$ cat src/hw/dma_cfg.svh
// Purpose: constants of the data memory access unit
// Assumes: byte data space of 64K, 100 MHz system clock
// Notes:   io offsets are relative to the std io base, data address minus 0x20
`ifndef DMA_CFG_SVH
`define DMA_CFG_SVH
`define DMA_REGFILE_SIZE   32
`define DMA_STDIO_SIZE     64
`define DMA_EXTIO_SIZE     416
`define DMA_ISRAM_SIZE     8192
`define DMA_ADDR_STDIO     16'h0020
`define DMA_ADDR_EXTIO     16'h0060
`define DMA_ADDR_ISRAM     16'h0200
`define DMA_ADDR_XSRAM     16'h2200
`define DMA_IO_CTRL        6'h3f
`define DMA_IO_EEDATA      6'h3e
`define DMA_IO_EEADRL      6'h3d
`define DMA_IO_EEADRH      6'h3c
`define DMA_IO_XCTRL       6'h3b
`define DMA_CTRL_RD_BIT    0
`define DMA_CTRL_WE_BIT    1
`define DMA_CTRL_MWE_BIT   2
`define DMA_XCTRL_SRE_BIT  7
`define DMA_XCTRL_WS_LSB   0
`define DMA_DISP_MAX       63
`define DMA_ISRAM_CYCLES   2
`define DMA_EE_RD_STALL    4
`define DMA_EE_WR_STALL    2
`define DMA_MWE_HOLD       4
`define DMA_EE_WR_RC       26368
`define DMA_STACK_PC_BYTES 3
`endif

$ cat src/hw/dma_pkg.sv
// Purpose: types of the data memory access unit
// Assumes: nothing
// Notes:   constants live in dma_cfg.svh
`default_nettype none
package dma_pkg;
  typedef enum logic [4:0] {
    DMA_RGN_REG   = 5'h01,
    DMA_RGN_STDIO = 5'h02,
    DMA_RGN_EXTIO = 5'h04,
    DMA_RGN_ISRAM = 5'h08,
    DMA_RGN_XSRAM = 5'h10
  } dma_region_t;
  typedef enum logic [2:0] {
    DMA_MODE_DIRECT = 3'h0,
    DMA_MODE_DISP   = 3'h1,
    DMA_MODE_IND    = 3'h2,
    DMA_MODE_PREDEC = 3'h3,
    DMA_MODE_POSTINC= 3'h4
  } dma_mode_t;
  typedef enum logic [3:0] {
    DMA_ST_IDLE = 4'h1,
    DMA_ST_INT  = 4'h2,
    DMA_ST_EXT  = 4'h4,
    DMA_ST_EE   = 4'h8
  } dma_state_t;
  typedef struct packed {
    logic        valid;
    logic        write;
    logic        io_op;
    logic        stack;
    logic        pc_op;
    dma_mode_t   mode;
    logic [15:0] ptr;
    logic [5:0]  disp;
    logic [15:0] addr;
    logic [7:0]  wdata;
  } dma_req_t;
  typedef struct packed {
    dma_state_t  st;
    logic        busy;
    logic [3:0]  cnt;
    logic        wr;
    logic [15:0] addr;
    logic [7:0]  wdata;
    logic [7:0]  rdata;
    logic        rvalid;
    logic        stall;
    logic [15:0] ptr;
    logic        ptr_we;
    logic [4:0]  rgn;
    logic        ale;
    logic        rd_n;
    logic        wr_n;
    logic [7:0]  ad_o;
    logic        ad_oe;
    logic [7:0]  ahi;
    logic        ram_re;
    logic        ram_we;
    logic [7:0]  xctrl;
    logic [7:0]  ee_data;
    logic [11:0] ee_addr;
    logic        ee_we;
    logic        ee_mwe;
    logic [2:0]  mwe_cnt;
    logic        ee_rd;
    logic        ee_wr;
    logic        ee_pend;
  } dma_state_s_t;
endpackage
`default_nettype wire

$ cat src/hw/dma_unit.sv
// Purpose: data-space decode, access timing and eeprom port
// Assumes: one request accepted when idle; memories answer in the
//          same cycle as the strobe; rc ticks are single clk pulses
// Notes:   ext pins reflect one-byte xsram cycles
//
// Operation
// RQ1: addresses 0..31 select the working register file.
// RQ2: then 64 std io, 416 ext io, 8192 internal sram, ascending.
// RQ3: ext io reachable only by data-space load/store, not io opcodes.
// RQ4: external sram spans from internal top to 64K.
// RQ5: addresses beyond internal memory go to external sram.
// RQ6: ext strobes stay inactive throughout internal accesses.
// RQ7: external sram works only with the enable bit set.
// RQ8: external byte costs one cycle more than internal.
// RQ9: external stack adds three cycles per pc transfer.
// RQ10: wait states one to three add two to four cycles per byte.
// RQ11: with waits, pc transfers add five, seven or nine cycles.
// RQ12: displacement mode adds 0..63 to Y or Z base.
// RQ13: pointer pre-decrements or post-increments around the access.
// RQ14: internal sram access takes two cycles.
// RQ15: separate 4K eeprom, byte read and write.
// RQ16: eeprom read stalls four cycles, write start two.
// RQ17: write lasts 26368 rc oscillator cycles.
// RQ18: write enable stays set while the write is busy.
// RQ19: write starts only if master enable was set first.
// RQ20: software waits for prior write before new address/data.
// RQ21: software waits for flash store-program before eeprom write.
// RQ22: a reset does not abort a running eeprom write.
// RQ23: latch enable falls with address valid, low during data.
// RQ24: master enable clears itself a few cycles after set.
// RQ25: read loads data reg; reads during busy write ignored.
//
// Implementation choices: the plain strobed port and the placing of the registers.
`include "dma_cfg.svh"
`default_nettype none
module dma_unit #(
  parameter int EE_WR_RC = `DMA_EE_WR_RC
) (
  input  wire logic              i_sys_clk,  // cpu clock
  input  wire logic              i_reset_n,  // async reset
  input  wire logic              i_por_n,    // power-on only
  input  wire dma_pkg::dma_req_t i_req,      // cpu access
  input  wire logic [7:0]        i_mem_rdata, // memory read data
  input  wire logic [7:0]        i_ad_i,     // muxed bus in
  input  wire logic              i_rc_tick,  // rc oscillator tick
  input  wire logic [7:0]        i_ee_rdata, // eeprom array data
  output logic                   o_busy,     // access in progress
  output logic                   o_stall,    // cpu halt
  output logic [7:0]             o_rdata,    // load result
  output logic                   o_rvalid,   // load result valid
  output logic [15:0]            o_ptr,      // updated pointer
  output logic                   o_ptr_we,   // pointer update
  output logic [4:0]             o_region,   // one-hot region
  output logic [15:0]            o_mem_addr, // memory address
  output logic [7:0]             o_mem_wdata, // memory write data
  output logic                   o_mem_re,   // internal read
  output logic                   o_mem_we,   // internal write
  output logic                   o_ale,      // address latch
  output logic                   o_ext_read_strobe_pin_n,  // rd
  output logic                   o_ext_write_strobe_pin_n, // wr
  output logic [7:0]             o_ad_o,     // muxed bus out
  output logic                   o_ad_oe,    // muxed bus drive
  output logic [7:0]             o_addr_hi,  // high address
  output logic [11:0]            o_ee_addr,  // eeprom address
  output logic [7:0]             o_ee_wdata, // eeprom data
  output logic                   o_ee_rd,    // eeprom read
  output logic                   o_ee_wr     // eeprom write busy
);
  if (EE_WR_RC < 1 || EE_WR_RC > 65535) begin : g_rc_check
    $error("EE_WR_RC out of range");
  end

  // ******************************
  // region decode
  // ******************************
  function automatic dma_pkg::dma_region_t region_of(
    input logic [15:0] a
  );
    if (a < `DMA_ADDR_STDIO) begin
      region_of = dma_pkg::DMA_RGN_REG; // RQ1
    end else if (a < `DMA_ADDR_EXTIO) begin
      region_of = dma_pkg::DMA_RGN_STDIO; // RQ2
    end else if (a < `DMA_ADDR_ISRAM) begin
      region_of = dma_pkg::DMA_RGN_EXTIO; // RQ2
    end else if (a < `DMA_ADDR_XSRAM) begin
      region_of = dma_pkg::DMA_RGN_ISRAM; // RQ2
    end else begin
      region_of = dma_pkg::DMA_RGN_XSRAM; // RQ4
    end
  endfunction

  // extra cycles beyond internal for one byte; ws 0..3 -> 1..4
  function automatic logic [3:0] ext_extra(input logic [1:0] ws);
    ext_extra = (ws == 2'h0) ? 4'h1 : 4'({2'h0, ws} + 4'h1); // RQ8 RQ10
  endfunction

  dma_pkg::dma_state_s_t s_q;
  dma_pkg::dma_state_s_t s_d;
  logic [15:0]           rc_cnt_q;
  logic [15:0]           rc_cnt_d;
  logic                  ee_wr_q;

  logic [15:0] eff_addr;
  logic [15:0] new_ptr;
  logic        do_ptr;
  logic [5:0]  io_addr;
  logic        io_hit;
  logic        external_sram_enable;
  logic [3:0]  xcyc;

  // ******************************
  // address formation
  // ******************************
  always_comb begin
    eff_addr = i_req.addr;
    new_ptr  = i_req.ptr;
    do_ptr   = 1'b0;
    case (i_req.mode)
      dma_pkg::DMA_MODE_DIRECT: eff_addr = i_req.addr;
      dma_pkg::DMA_MODE_DISP: begin
        eff_addr = i_req.ptr + {10'h000, i_req.disp}; // RQ12
      end
      dma_pkg::DMA_MODE_IND: eff_addr = i_req.ptr;
      dma_pkg::DMA_MODE_PREDEC: begin
        eff_addr = i_req.ptr - 16'h0001; // RQ13
        new_ptr  = eff_addr;
        do_ptr   = 1'b1;
      end
      dma_pkg::DMA_MODE_POSTINC: begin
        eff_addr = i_req.ptr; // RQ13
        new_ptr  = i_req.ptr + 16'h0001;
        do_ptr   = 1'b1;
      end
      default: eff_addr = i_req.addr;
    endcase
    // short io opcodes only cover the 64 std io; RQ3
    if (i_req.io_op) begin
      eff_addr = 16'(i_req.addr[5:0]) + `DMA_ADDR_STDIO;
    end
  end

  assign io_addr = 6'(eff_addr - `DMA_ADDR_STDIO);
  assign io_hit  = region_of(eff_addr) == dma_pkg::DMA_RGN_STDIO;
  assign external_sram_enable     = s_q.xctrl[`DMA_XCTRL_SRE_BIT];
  // pc transfers move three bytes; waits give 3,5,7,9
  assign xcyc = i_req.pc_op ?
      4'(`DMA_STACK_PC_BYTES + 2 * (ext_extra(s_q.xctrl[1:0]) - 4'h1))
      : ext_extra(s_q.xctrl[1:0]); // RQ9 RQ11

  // ******************************
  // next state
  // ******************************
  always_comb begin
    s_d        = s_q;
    rc_cnt_d   = rc_cnt_q;
    s_d.rvalid = 1'b0;
    s_d.ptr_we = 1'b0;
    s_d.ram_re = 1'b0;
    s_d.ram_we = 1'b0;
    s_d.ee_rd  = 1'b0;
    s_d.wr_n   = 1'b1;
    s_d.rd_n   = 1'b1;
    // master enable times out; RQ24
    if (s_q.ee_mwe) begin
      if (s_q.mwe_cnt == 3'h0) begin
        s_d.ee_mwe = 1'b0;
      end else begin
        s_d.mwe_cnt = s_q.mwe_cnt - 3'h1;
      end
    end
    // self-timed write; RQ17 RQ18
    if (ee_wr_q && i_rc_tick) begin
      if (rc_cnt_q == 16'(EE_WR_RC - 1)) begin
        s_d.ee_wr = 1'b0;
        s_d.ee_we = 1'b0;
        rc_cnt_d  = 16'h0000;
      end else begin
        rc_cnt_d = rc_cnt_q + 16'h0001;
      end
    end
    case (s_q.st)
      dma_pkg::DMA_ST_IDLE: begin
        s_d.stall = 1'b0;
        s_d.busy  = 1'b0;
        if (i_req.valid) begin
          s_d.addr  = eff_addr;
          s_d.wdata = i_req.wdata;
          s_d.wr    = i_req.write;
          s_d.rgn   = region_of(eff_addr);
          s_d.ptr   = new_ptr;
          s_d.ptr_we = do_ptr; // RQ13
          s_d.busy  = 1'b1;
          if (io_hit && i_req.write && io_addr == `DMA_IO_CTRL) begin
            // arming then enable; RQ19
            if (i_req.wdata[`DMA_CTRL_MWE_BIT]) begin
              s_d.ee_mwe  = 1'b1;
              s_d.mwe_cnt = 3'(`DMA_MWE_HOLD - 1);
            end
            if (i_req.wdata[`DMA_CTRL_WE_BIT] && s_q.ee_mwe
                && !ee_wr_q) begin
              s_d.ee_we  = 1'b1; // RQ18
              s_d.ee_wr  = 1'b1;
              s_d.ee_mwe = 1'b0;
              rc_cnt_d   = 16'h0000;
              s_d.st     = dma_pkg::DMA_ST_EE;
              s_d.stall  = 1'b1;
              s_d.cnt    = 4'(`DMA_EE_WR_STALL - 1); // RQ16
            end else if (i_req.wdata[`DMA_CTRL_RD_BIT]
                         && !ee_wr_q) begin
              s_d.ee_rd = 1'b1; // RQ25
              s_d.st    = dma_pkg::DMA_ST_EE;
              s_d.stall = 1'b1;
              s_d.cnt   = 4'(`DMA_EE_RD_STALL - 1); // RQ16
            end else begin
              s_d.st  = dma_pkg::DMA_ST_INT;
              s_d.cnt = 4'h0;
            end
          end else if (region_of(eff_addr) == dma_pkg::DMA_RGN_XSRAM
                       && external_sram_enable) begin
            // external cycle; RQ5 RQ7
            s_d.st    = dma_pkg::DMA_ST_EXT;
            s_d.cnt   = xcyc;
            s_d.stall = 1'b1;
            s_d.ale   = 1'b1;
            s_d.ad_o  = eff_addr[7:0];
            s_d.ad_oe = 1'b1;
            s_d.ahi   = eff_addr[15:8];
          end else begin
            s_d.st = dma_pkg::DMA_ST_INT; // RQ14
            s_d.cnt = 4'(`DMA_ISRAM_CYCLES - 2);
            s_d.ram_re = !i_req.write;
            s_d.ram_we = i_req.write && !io_hit;
            if (io_hit && i_req.write) begin
              case (io_addr)
                `DMA_IO_EEDATA: s_d.ee_data = i_req.wdata;
                `DMA_IO_EEADRL: s_d.ee_addr[7:0] = i_req.wdata;
                `DMA_IO_EEADRH: s_d.ee_addr[11:8] = i_req.wdata[3:0]; // RQ15
                `DMA_IO_XCTRL: s_d.xctrl = i_req.wdata;
                default: s_d.ram_we = 1'b1;
              endcase
            end
          end
        end
      end
      dma_pkg::DMA_ST_INT: begin
        if (s_q.cnt == 4'h0) begin
          s_d.st     = dma_pkg::DMA_ST_IDLE;
          s_d.busy   = 1'b0;
          s_d.rvalid = !s_q.wr;
          s_d.rdata  = i_mem_rdata;
          if (s_q.rgn == 5'(dma_pkg::DMA_RGN_STDIO)) begin
            case (6'(s_q.addr - `DMA_ADDR_STDIO))
              `DMA_IO_CTRL: s_d.rdata = {5'h00, s_q.ee_mwe, ee_wr_q,
                                         1'b0};
              `DMA_IO_EEDATA: s_d.rdata = s_q.ee_data;
              `DMA_IO_EEADRL: s_d.rdata = s_q.ee_addr[7:0];
              `DMA_IO_EEADRH: s_d.rdata = {4'h0, s_q.ee_addr[11:8]};
              `DMA_IO_XCTRL: s_d.rdata = s_q.xctrl;
              default: s_d.rdata = i_mem_rdata;
            endcase
          end
        end else begin
          s_d.cnt = s_q.cnt - 4'h1;
        end
      end
      dma_pkg::DMA_ST_EXT: begin
        // ale low with data phase; RQ23
        s_d.ale   = 1'b0;
        s_d.ad_o  = s_q.wdata;
        s_d.ad_oe = s_q.wr;
        s_d.wr_n  = !s_q.wr;
        s_d.rd_n  = s_q.wr;
        if (s_q.cnt == 4'h0) begin
          s_d.st     = dma_pkg::DMA_ST_IDLE;
          s_d.busy   = 1'b0;
          s_d.stall  = 1'b0;
          s_d.wr_n   = 1'b1;
          s_d.rd_n   = 1'b1;
          s_d.ad_oe  = 1'b0;
          s_d.rvalid = !s_q.wr;
          s_d.rdata  = i_ad_i;
        end else begin
          s_d.cnt = s_q.cnt - 4'h1;
        end
      end
      dma_pkg::DMA_ST_EE: begin
        if (s_q.cnt == 4'h0) begin
          s_d.st    = dma_pkg::DMA_ST_IDLE;
          s_d.busy  = 1'b0;
          s_d.stall = 1'b0;
        end else begin
          s_d.cnt = s_q.cnt - 4'h1;
          if (s_q.cnt == 4'(`DMA_EE_RD_STALL - 2)) begin
            s_d.ee_data = i_ee_rdata; // RQ25
          end
        end
      end
      default: s_d.st = dma_pkg::DMA_ST_IDLE;
    endcase
    if (s_q.st != dma_pkg::DMA_ST_EXT && s_d.st != dma_pkg::DMA_ST_EXT) begin
      s_d.wr_n = 1'b1; // RQ6
      s_d.rd_n = 1'b1;
    end
  end

  // ******************************
  // registers
  // ******************************
  always_ff @(posedge i_sys_clk or negedge i_reset_n) begin
    if (!i_reset_n) begin
      s_q     <= '0;
      s_q.st  <= dma_pkg::DMA_ST_IDLE;
      s_q.rd_n <= 1'b1;
      s_q.wr_n <= 1'b1;
    end else begin
      s_q <= s_d;
    end
  end

  // write engine survives cpu reset; RQ22
  always_ff @(posedge i_sys_clk or negedge i_por_n) begin
    if (!i_por_n) begin
      ee_wr_q  <= 1'b0;
      rc_cnt_q <= 16'h0000;
    end else begin
      ee_wr_q  <= s_d.ee_wr | (ee_wr_q & ~(i_rc_tick
                  & rc_cnt_q == 16'(EE_WR_RC - 1)));
      rc_cnt_q <= rc_cnt_d;
    end
  end

  assign o_busy      = s_q.busy;
  assign o_stall     = s_q.stall;
  assign o_rdata     = s_q.rdata;
  assign o_rvalid    = s_q.rvalid;
  assign o_ptr       = s_q.ptr;
  assign o_ptr_we    = s_q.ptr_we;
  assign o_region    = s_q.rgn;
  assign o_mem_addr  = s_q.addr;
  assign o_mem_wdata = s_q.wdata;
  assign o_mem_re    = s_q.ram_re;
  assign o_mem_we    = s_q.ram_we;
  assign o_ale       = s_q.ale;
  assign o_ext_read_strobe_pin_n  = s_q.rd_n;
  assign o_ext_write_strobe_pin_n = s_q.wr_n;
  assign o_ad_o      = s_q.ad_o;
  assign o_ad_oe     = s_q.ad_oe;
  assign o_addr_hi   = s_q.ahi;
  assign o_ee_addr   = s_q.ee_addr;
  assign o_ee_wdata  = s_q.ee_data;
  assign o_ee_rd     = s_q.ee_rd;
  assign o_ee_wr     = ee_wr_q;

  // ******************************
  // checks
  // ******************************
  a_int_no_strobe: assert property (@(posedge i_sys_clk) // RQ6
    disable iff (!i_reset_n) s_q.st == dma_pkg::DMA_ST_INT
    |-> s_q.rd_n && s_q.wr_n) else $error("strobe in internal access");
  a_ext_needs_sre: assert property (@(posedge i_sys_clk) // RQ7
    disable iff (!i_reset_n) $rose(s_q.st == dma_pkg::DMA_ST_EXT)
    |-> $past(external_sram_enable)) else $error("external access while disabled");
  a_isram_two_cyc: assert property (@(posedge i_sys_clk) // RQ14
    disable iff (!i_reset_n)
    (s_q.st == dma_pkg::DMA_ST_IDLE && s_d.st == dma_pkg::DMA_ST_INT
     && !io_hit) |=> ##1 (s_q.st == dma_pkg::DMA_ST_IDLE))
    else $error("internal access length");
  a_ee_read_stall: assert property (@(posedge i_sys_clk) // RQ16
    disable iff (!i_reset_n) $rose(s_q.ee_rd) |-> s_q.stall[*4]
    ##1 !s_q.stall) else $error("eeprom read stall length");
  a_we_needs_arm: assert property (@(posedge i_sys_clk) // RQ19
    disable iff (!i_reset_n) $rose(s_q.ee_we) |-> $past(s_q.ee_mwe))
    else $error("write without arming");
  a_mwe_timeout: assert property (@(posedge i_sys_clk) // RQ24
    disable iff (!i_reset_n) $rose(s_q.ee_mwe) |-> ##[1:5] !s_q.ee_mwe)
    else $error("master enable stuck");
  a_ale_low_data: assert property (@(posedge i_sys_clk) // RQ23
    disable iff (!i_reset_n) !s_q.rd_n || !s_q.wr_n |-> !s_q.ale)
    else $error("latch enable high during data");
  a_region_map: assert property (@(posedge i_sys_clk) // RQ1
    disable iff (!i_reset_n) s_q.busy && s_q.addr < 16'h0020
    |-> s_q.rgn == 5'h01) else $error("register file decode");
endmodule
`default_nettype wire

$ cat config.mk
export PLATFORM = sky130hd
export DESIGN_NAME = dma_unit
export DESIGN_NICKNAME = d
export VERILOG_FILES = /design/src/hw/dma_pkg.sv /design/src/hw/dma_unit.sv
export VERILOG_INCLUDE_DIRS = /design/src /design/src/hw
export SDC_FILE = /design/constraint.sdc
export NUM_CORES = 1
export LEC_CHECK = 0
export ABC_CLOCK_PERIOD_IN_PS = 2500
export BUFFER_PORTS_ARGS = -buffer_cell sky130_fd_sc_hd__buf_2
export CAP_MARGIN = 30
export CORE_MARGIN = 4
export CORE_UTILIZATION = 50
export CTS_CLUSTER_DIAMETER = 150
export DETAILED_ROUTE_END_ITERATION = 10
export PLACE_DENSITY = 0.77
export SKIP_CTS_REPAIR_TIMING = 1
export SYNTH_ARGS = -nofsm -noshare
export SYNTH_HDL_FRONTEND = slang
export SYNTH_SLANG_ARGS = --single-unit
$ cat constraint.sdc
create_clock -name i_sys_clk -period 2.5 [get_ports i_sys_clk]
set_input_delay 0.125 -clock i_sys_clk [delete_from_list [all_inputs] [get_ports i_sys_clk]]
set_output_delay 0.125 -clock i_sys_clk [all_outputs]
set_load 0.005 [all_outputs]
==> flow_summary.yaml, run 1 <==
global_routing:
  grt_pass1_vias: 8475
  track_usage: 0.292
  grt_pass1_wl_um: 46400
  antenna_found_initial: 0
  grt_max_degree: 68
  grt.overflow.total: 0
die:
  ios: 183
  die_y_um: 143
  dieArea_um2: 20300
  initial_core_util: 0.516
  die_x_um: 143
  num_rows: 48
  core_um2: 17500
timing:
  rsz0062_at_grt: "yes"
  period_share: 1.39
  fin_skew_ps: 10.7
  fmax_ghz: 0.287
  setup_viol: 81
  hold_viol: 1
  fin_ws_ps: -981
  maxSlewViolCount: 0
  worst_pin_slew_ps: 913
  fin_crit_ps: 3480
  holdWs_ps: -4.83
  relSlewSlack: 0.390
setup_path:
  worstPathArrival_ps: 3790
  r2r_slack_ps: 200
  cp-start-kind: "input pin"
  crit_type: "input pin to register"
  reg2reg_depth: 6
  required_ps: 2800
  r2r_end: "o_rdata[5]$_DFFE_PN0P_"
  slowest_delay_ps: 510
  cp-startpoint: "i_req[24]"
  path_max_fanout: 8
  path_cells: "buf_6 -> ha_4 -> fa_2 -> a21o_1 -> a221oi_4 -> nor2_2 -> xnor2_2 -> o2bb2ai_2 -> or4_4 -> nand4b_4 -> or4_4 -> or4b_4 -> buf_8 -> mux2_4"
  critPathSlowestCell: "or4_4"
  reg2reg_from: "o_mem_addr[1]$_DFFE_PN0P_"
  cp-end-kind: "register"
  cp_common_cell: "or4_4"
pwr:
  p_leak_uw: 0.00580
  p_sw_uw: 2910
  peakVddDrop_mv: 0.659
  intPower_uw: 5410
  pwr-share-clk: 0.317
  p_per_area_nw_per_um2: 696
  p_seq_frac: 0.381
  sw_frac_of_total: 0.350
  comb_power_share: 0.302
cells_and_area:
  layout.cells.non_filler: 1528
  area_growth_pct: 32.2
  num_antenna_cells: 0
  nets: 1388
  final_cell_mix: "buf_2, buf_4, nand2_1"
  layout_commonest_cell: "buf_2"
  drive_gt1_frac: 0.389
placement:
  gp_congestion: 0.972
  port_buffers: 181
  dp_hpwl_um: 23100
  dpl.cell_count: 1468
clock_network:
  path_clk_slew_ps: 60
  cts_inserted_buffers: 17
  htree_levels: 4
  cts_sinks: 139
  cts_tree: "built"
  clock_latency_ps: 420
  max-clock-path-buffers: 2
  cts_root_buffer: "clkbuf_16"
detailed_routing:
  drc: 0
  ant_nets: 0
  via_per_inst: 5.81
  num_vias: 8883
  drt_iter0_markers: 660
  drt_wl_total_um: 30900
  routedWlPerCell_um: 20.2
  first_pass_iters: 8
logic_synthesis:
  synthesis.nets: 1131
  synth_seq_cells: 139
  synth_area_um2: 9040
  synth_top_flop_cell: "dfrtp_1"
  syn_inst: 1033
  ys_types: 85
  yosysWarnings: 0
  ys_seq_area_frac: 0.385
  syn_avg_cell_area_um2: 8.76
  synth_edf_count: 0
  ys_async_sr_fraction: 1.00
run:
  max-cap-violations: 0
worst_hold_path:
  hold_path.class: "input pin to register"
  min_from: "i_mem_rdata[2]"
  hold_end: "o_rdata[2]$_DFFE_PN0P_"
  holdPathStages: 3
run_status:
  status: "complete, but fails checks"
  violations: "negative hold slack, negative setup slack"
==> sequential cells by signal, indices dropped and copies added (netlist names), 5 cells and up <==
name         flops
o_ad_o           8
o_addr_hi        8
o_ee_addr       12
o_ee_wdata       8
o_mem_addr      16
o_mem_wdata      8
o_ptr           16
o_rdata          8
o_region         5
rc_cnt_q        16
s_q             21
==> Yosys cell counts, types with 4 or more instances <==
master / instances / area share
a22oi_1: 8 / 0.0066
mux2_2: 23 / 0.029
o2111ai_1: 5 / 0.0048
a211o_1: 5 / 0.0048
or3_1: 9 / 0.0062
mux2i_1: 9 / 0.010
o21ai_1: 8 / 0.0044
a211oi_1: 5 / 0.0042
nor4b_1: 5 / 0.0048
a221oi_1: 4 / 0.0039
nand4_1: 12 / 0.0083
clkbuf_1: 38 / 0.016
or4_1: 6 / 0.0050
o211ai_1: 7 / 0.0058
ha_1: 15 / 0.021
and3_1: 12 / 0.0083
nor2b_1: 6 / 0.0042
nand2b_1: 9 / 0.0062
mux2_4: 8 / 0.013
nor4_1: 7 / 0.0048
inv_1: 22 / 0.0091
a31oi_1: 6 / 0.0042
buf_4: 90 / 0.075
xor2_1: 24 / 0.023
a21o_1: 9 / 0.0075
o21a_1: 14 / 0.012
xnor2_1: 19 / 0.018
dfrtp_1: 136 / 0.38
o21ai_0: 72 / 0.040
a222oi_1: 4 / 0.0044
and2_1: 5 / 0.0035
nor3b_1: 7 / 0.0058
o31ai_1: 4 / 0.0033
or2_2: 5 / 0.0035
o22ai_1: 15 / 0.010
nand2_1: 157 / 0.065
buf_2: 12 / 0.0066
nor2_1: 80 / 0.033
a21oi_1: 37 / 0.020
nand3b_1: 9 / 0.0075
nor3_1: 24 / 0.013
nand3_1: 18 / 0.010
==> layer usage <==
layer	track usage	up-vias	part of all wire	wire length, um
met5	0	-	0	0
met4	0.0810	0	0.022	673
met3	0.0581	49	0.087	2690
met2	0.460	417	0.46	14300
met1	0.413	4320	0.43	13300
li1	-	4097	-	-
==> through the flow <==
stage | setup WS [ps] | util | cell area [um2] | total power [uW] | TNS, ps
floorplan | -1220 | - | 9170 | 4750 | -45730
detailed placement | -1480 | 0.614 | 10800 | 5570 | -80780
global placement | -1390 | 0.614 | 10800 | 5490 | -75760
global route | -1070 | 0.682 | 12000 | 8740 | -48930
finish | -981 | 0.682 | 12000 | 8320 | -41010
CTS | -1020 | 0.650 | 11400 | 8210 | -44320
==> power by group through the flow <==
stage	logic (uW)	clock network (uW)	registers [uW]
after detailed placement	2380	0	3190
after CTS	2390	2660	3160
after global placement	2330	0	3160
after floorplan	1740	0	3010
final	2510	2640	3170
after global routing	2750	2760	3230
==> worst max path at each step <==
stage,to,slack (ps),depth (start not counted)
finish,s_q[30]$_DFFE_PN0P_,-980,14
global route,s_q[29]$_DFFE_PN0P_,-1070,14
global placement,s_q[29]$_DFFE_PN0P_,-1390,15
detailed placement,o_ee_addr[6]$_DFFE_PN0P_,-1480,15
CTS,s_q[33]$_DFFE_PN0P_,-1020,15
floorplan,external_sram_enable$_DFFE_PN0P_,-1220,13
==> logic make-up (layout without fill, tap and decap cells) <==
family	Yosys count	after routing	synth area share
multiplexers	43	43	0.0556
flip-flops	139	139	0.385
AND/OR/NAND/NOR	388	388	0.214
XOR/XNOR	43	43	0.0416
AO/OA/AOI/OAI	238	238	0.172
adder cells (fa/ha/maj)	16	16	0.0230
buffers and inverters	166	436	0.109
==> worst max-delay path: cells and delay by family <==
family / cells / cell delay, ps
fa+ha+maj: 2 / 490
compound gates: 3 / 650
xor+xnor: 1 / 230
mux: 1 / 300
simple gates: 5 / 1730
buf+inv: 2 / 260
==> area by class of cell <==
class                           count  area, um2
Fill cell                        1387       5580
Clock buffer                       18        429
Clock inverter                     14        188
Multi-Input combinational cell    728       4940
Inverter                           23       86.3
Sequential cell                   139       3480
Timing Repair Buffer              381       2560
Tap cell                          225        282
Note: power is estimated with default switching activity, not from simulation.
==> inputs of run 2 (changes only) <==
Settings changed: TNS_END_PERCENT from default to 5.
==> flow_summary.yaml, run 2 (same netlist as run 1, synthesis figures left out) <==
detailed_routing:
  first_pass_iters: 5
  drt_iter0_markers: 792
  routedWlPerCell_um: 19.1
  drc: 0
  drt_wl_total_um: 28800
  via_per_inst: 5.79
  ant_nets: 0
  num_vias: 8747
clock_network:
  cts_tree: "built"
  path_clk_slew_ps: 60
  htree_levels: 4
  clock_latency_ps: 430
  cts_root_buffer: "clkbuf_16"
  cts_sinks: 139
  max-clock-path-buffers: 2
  cts_inserted_buffers: 17
run_status:
  violations: "negative hold slack, negative setup slack"
  status: "complete, but fails checks"
setup_path:
  critPathBufInv: 2
  crit_type: "input pin to register"
  cp_top_family: "simple AND/OR/NAND/NOR gates"
  cp-end-kind: "register"
  critPathSlowestCell: "or4_4"
  cp-startpoint: "i_req[30]"
  path_max_fanout: 8
  worstPathArrival_ps: 3840
  slowest_delay_ps: 510
  path_cells: "buf_8 -> ha_4 -> fa_2 -> a21o_1 -> a221oi_4 -> nor2_1 -> xnor2_1 -> o2bb2ai_1 -> or4_1 -> nand4b_4 -> or4_4 -> or4b_1 -> buf_6 -> mux2_4"
  required_ps: 2800
  reg2reg_from: "s_q[121]$_DFF_PN0_"
  r2r_slack_ps: 150
  cp-start-kind: "input pin"
global_routing:
  antenna_found_initial: 0
  grt_pass1_wl_um: 44100
  grt.overflow.total: 0
  grt_max_degree: 66
  grt_pass1_vias: 8281
  track_usage: 0.277
worst_hold_path:
  min_from: "i_req[4]"
  hold_path.class: "input pin to register"
timing:
  setup_viol: 82
  period_share: 1.41
  fmax_ghz: 0.283
  worst_pin_slew_ps: 680
  rsz0062_at_grt: "yes"
  hold_viol: 4
  holdWs_ps: -17.7
  fin_ws_ps: -1030
  relSlewSlack: 0.545
  fin_crit_ps: 3530
  fin_skew_ps: 11.3
  maxSlewViolCount: 0
pwr:
  p_total_uw: 8190
  peakVddDrop_mv: 0.737
  p_leak_uw: 0.00565
  p_per_area_nw_per_um2: 707
cells_and_area:
  largest_reg_flops: 21
  drive_gt1_frac: 0.361
  design_area_um2: 11600
  final_cell_mix: "buf_2, buf_4, nand2_1"
  registers.top_by_ff_count: "s_q"
  nets: 1371
  area_growth_pct: 28.0
  post-route-util: 0.660
  layout_commonest_cell: "buf_2"
  num_antenna_cells: 0
  layout.cells.non_filler: 1510
die:
  initial_core_util: 0.516
  num_rows: 48
  die_y_um: 143
  ios: 183
  core_um2: 17500
  die_x_um: 143
  dieArea_um2: 20300
placement:
  gp_congestion: 0.966
  dpl.cell_count: 1464
  port_buffers: 181
  place_area_um2: 10700
  dp_hpwl_um: 21800
run:
  max-cap-violations: 0
[run 2: path summary, 6_finish.rpt]
kind / end / cells past startpoint
max in group asynchronous: o_ee_addr[8]$_DFFE_PN0P_ / 3
min reg2reg: o_mem_addr[8]$_DFFE_PN0P_ / 2
max: s_q[34]$_DFFE_PN0P_ / 14
max reg2reg: o_ee_wr$_DFF_PN0_ / 9
min: o_mem_wdata[4]$_DFFE_PN0P_ / 3
min in group asynchronous: o_ptr[6]$_DFFE_PN0P_ / 2
[run 2: final cells by class]
type                            instances  area [um2]
Clock buffer                           19         453
Clock inverter                         12         164
Fill cell                            1446        5960
Inverter                               23        86.3
Multi-Input combinational cell        728        4720
Sequential cell                       139        3480
Tap cell                              225         282
Timing Repair Buffer                  364        2390
[run 2: report_power, final]
part | internal, uW | total [uW] | switching (uW)
Clock | 1630 | 2650 | 1020
Sequential | 2730 | 3150 | 419
Combinational | 1040 | 2390 | 1350
[run 2: metal layers]
layer	global-route usage	up-vias	share of wire
li1	-	4071	-
met1	0.375	4141	0.42
met2	0.431	473	0.46
met3	0.0773	62	0.10
met4	0.0885	0	0.024
met5	0	-	0
[run 2: worst register-to-register path, stage by stage, from the launching register on]
cell and delay [ps]:
dfrtp_1 460, nor2_1 250, nand3b_1 280, nor2_1 200, nand2_1 190, or3_1 400
nor3_2 130, buf_4 180, a21o_1 110, a21o_1 90
[run 2: stage by stage]
step                      setup TNS, ps  setup slack, ps
final                            -40730            -1030
after global routing             -53140            -1170
after CTS                        -45020            -1050
after detailed placement         -80930            -1500
after global placement           -76770            -1400
after floorplan                  -51880            -1220
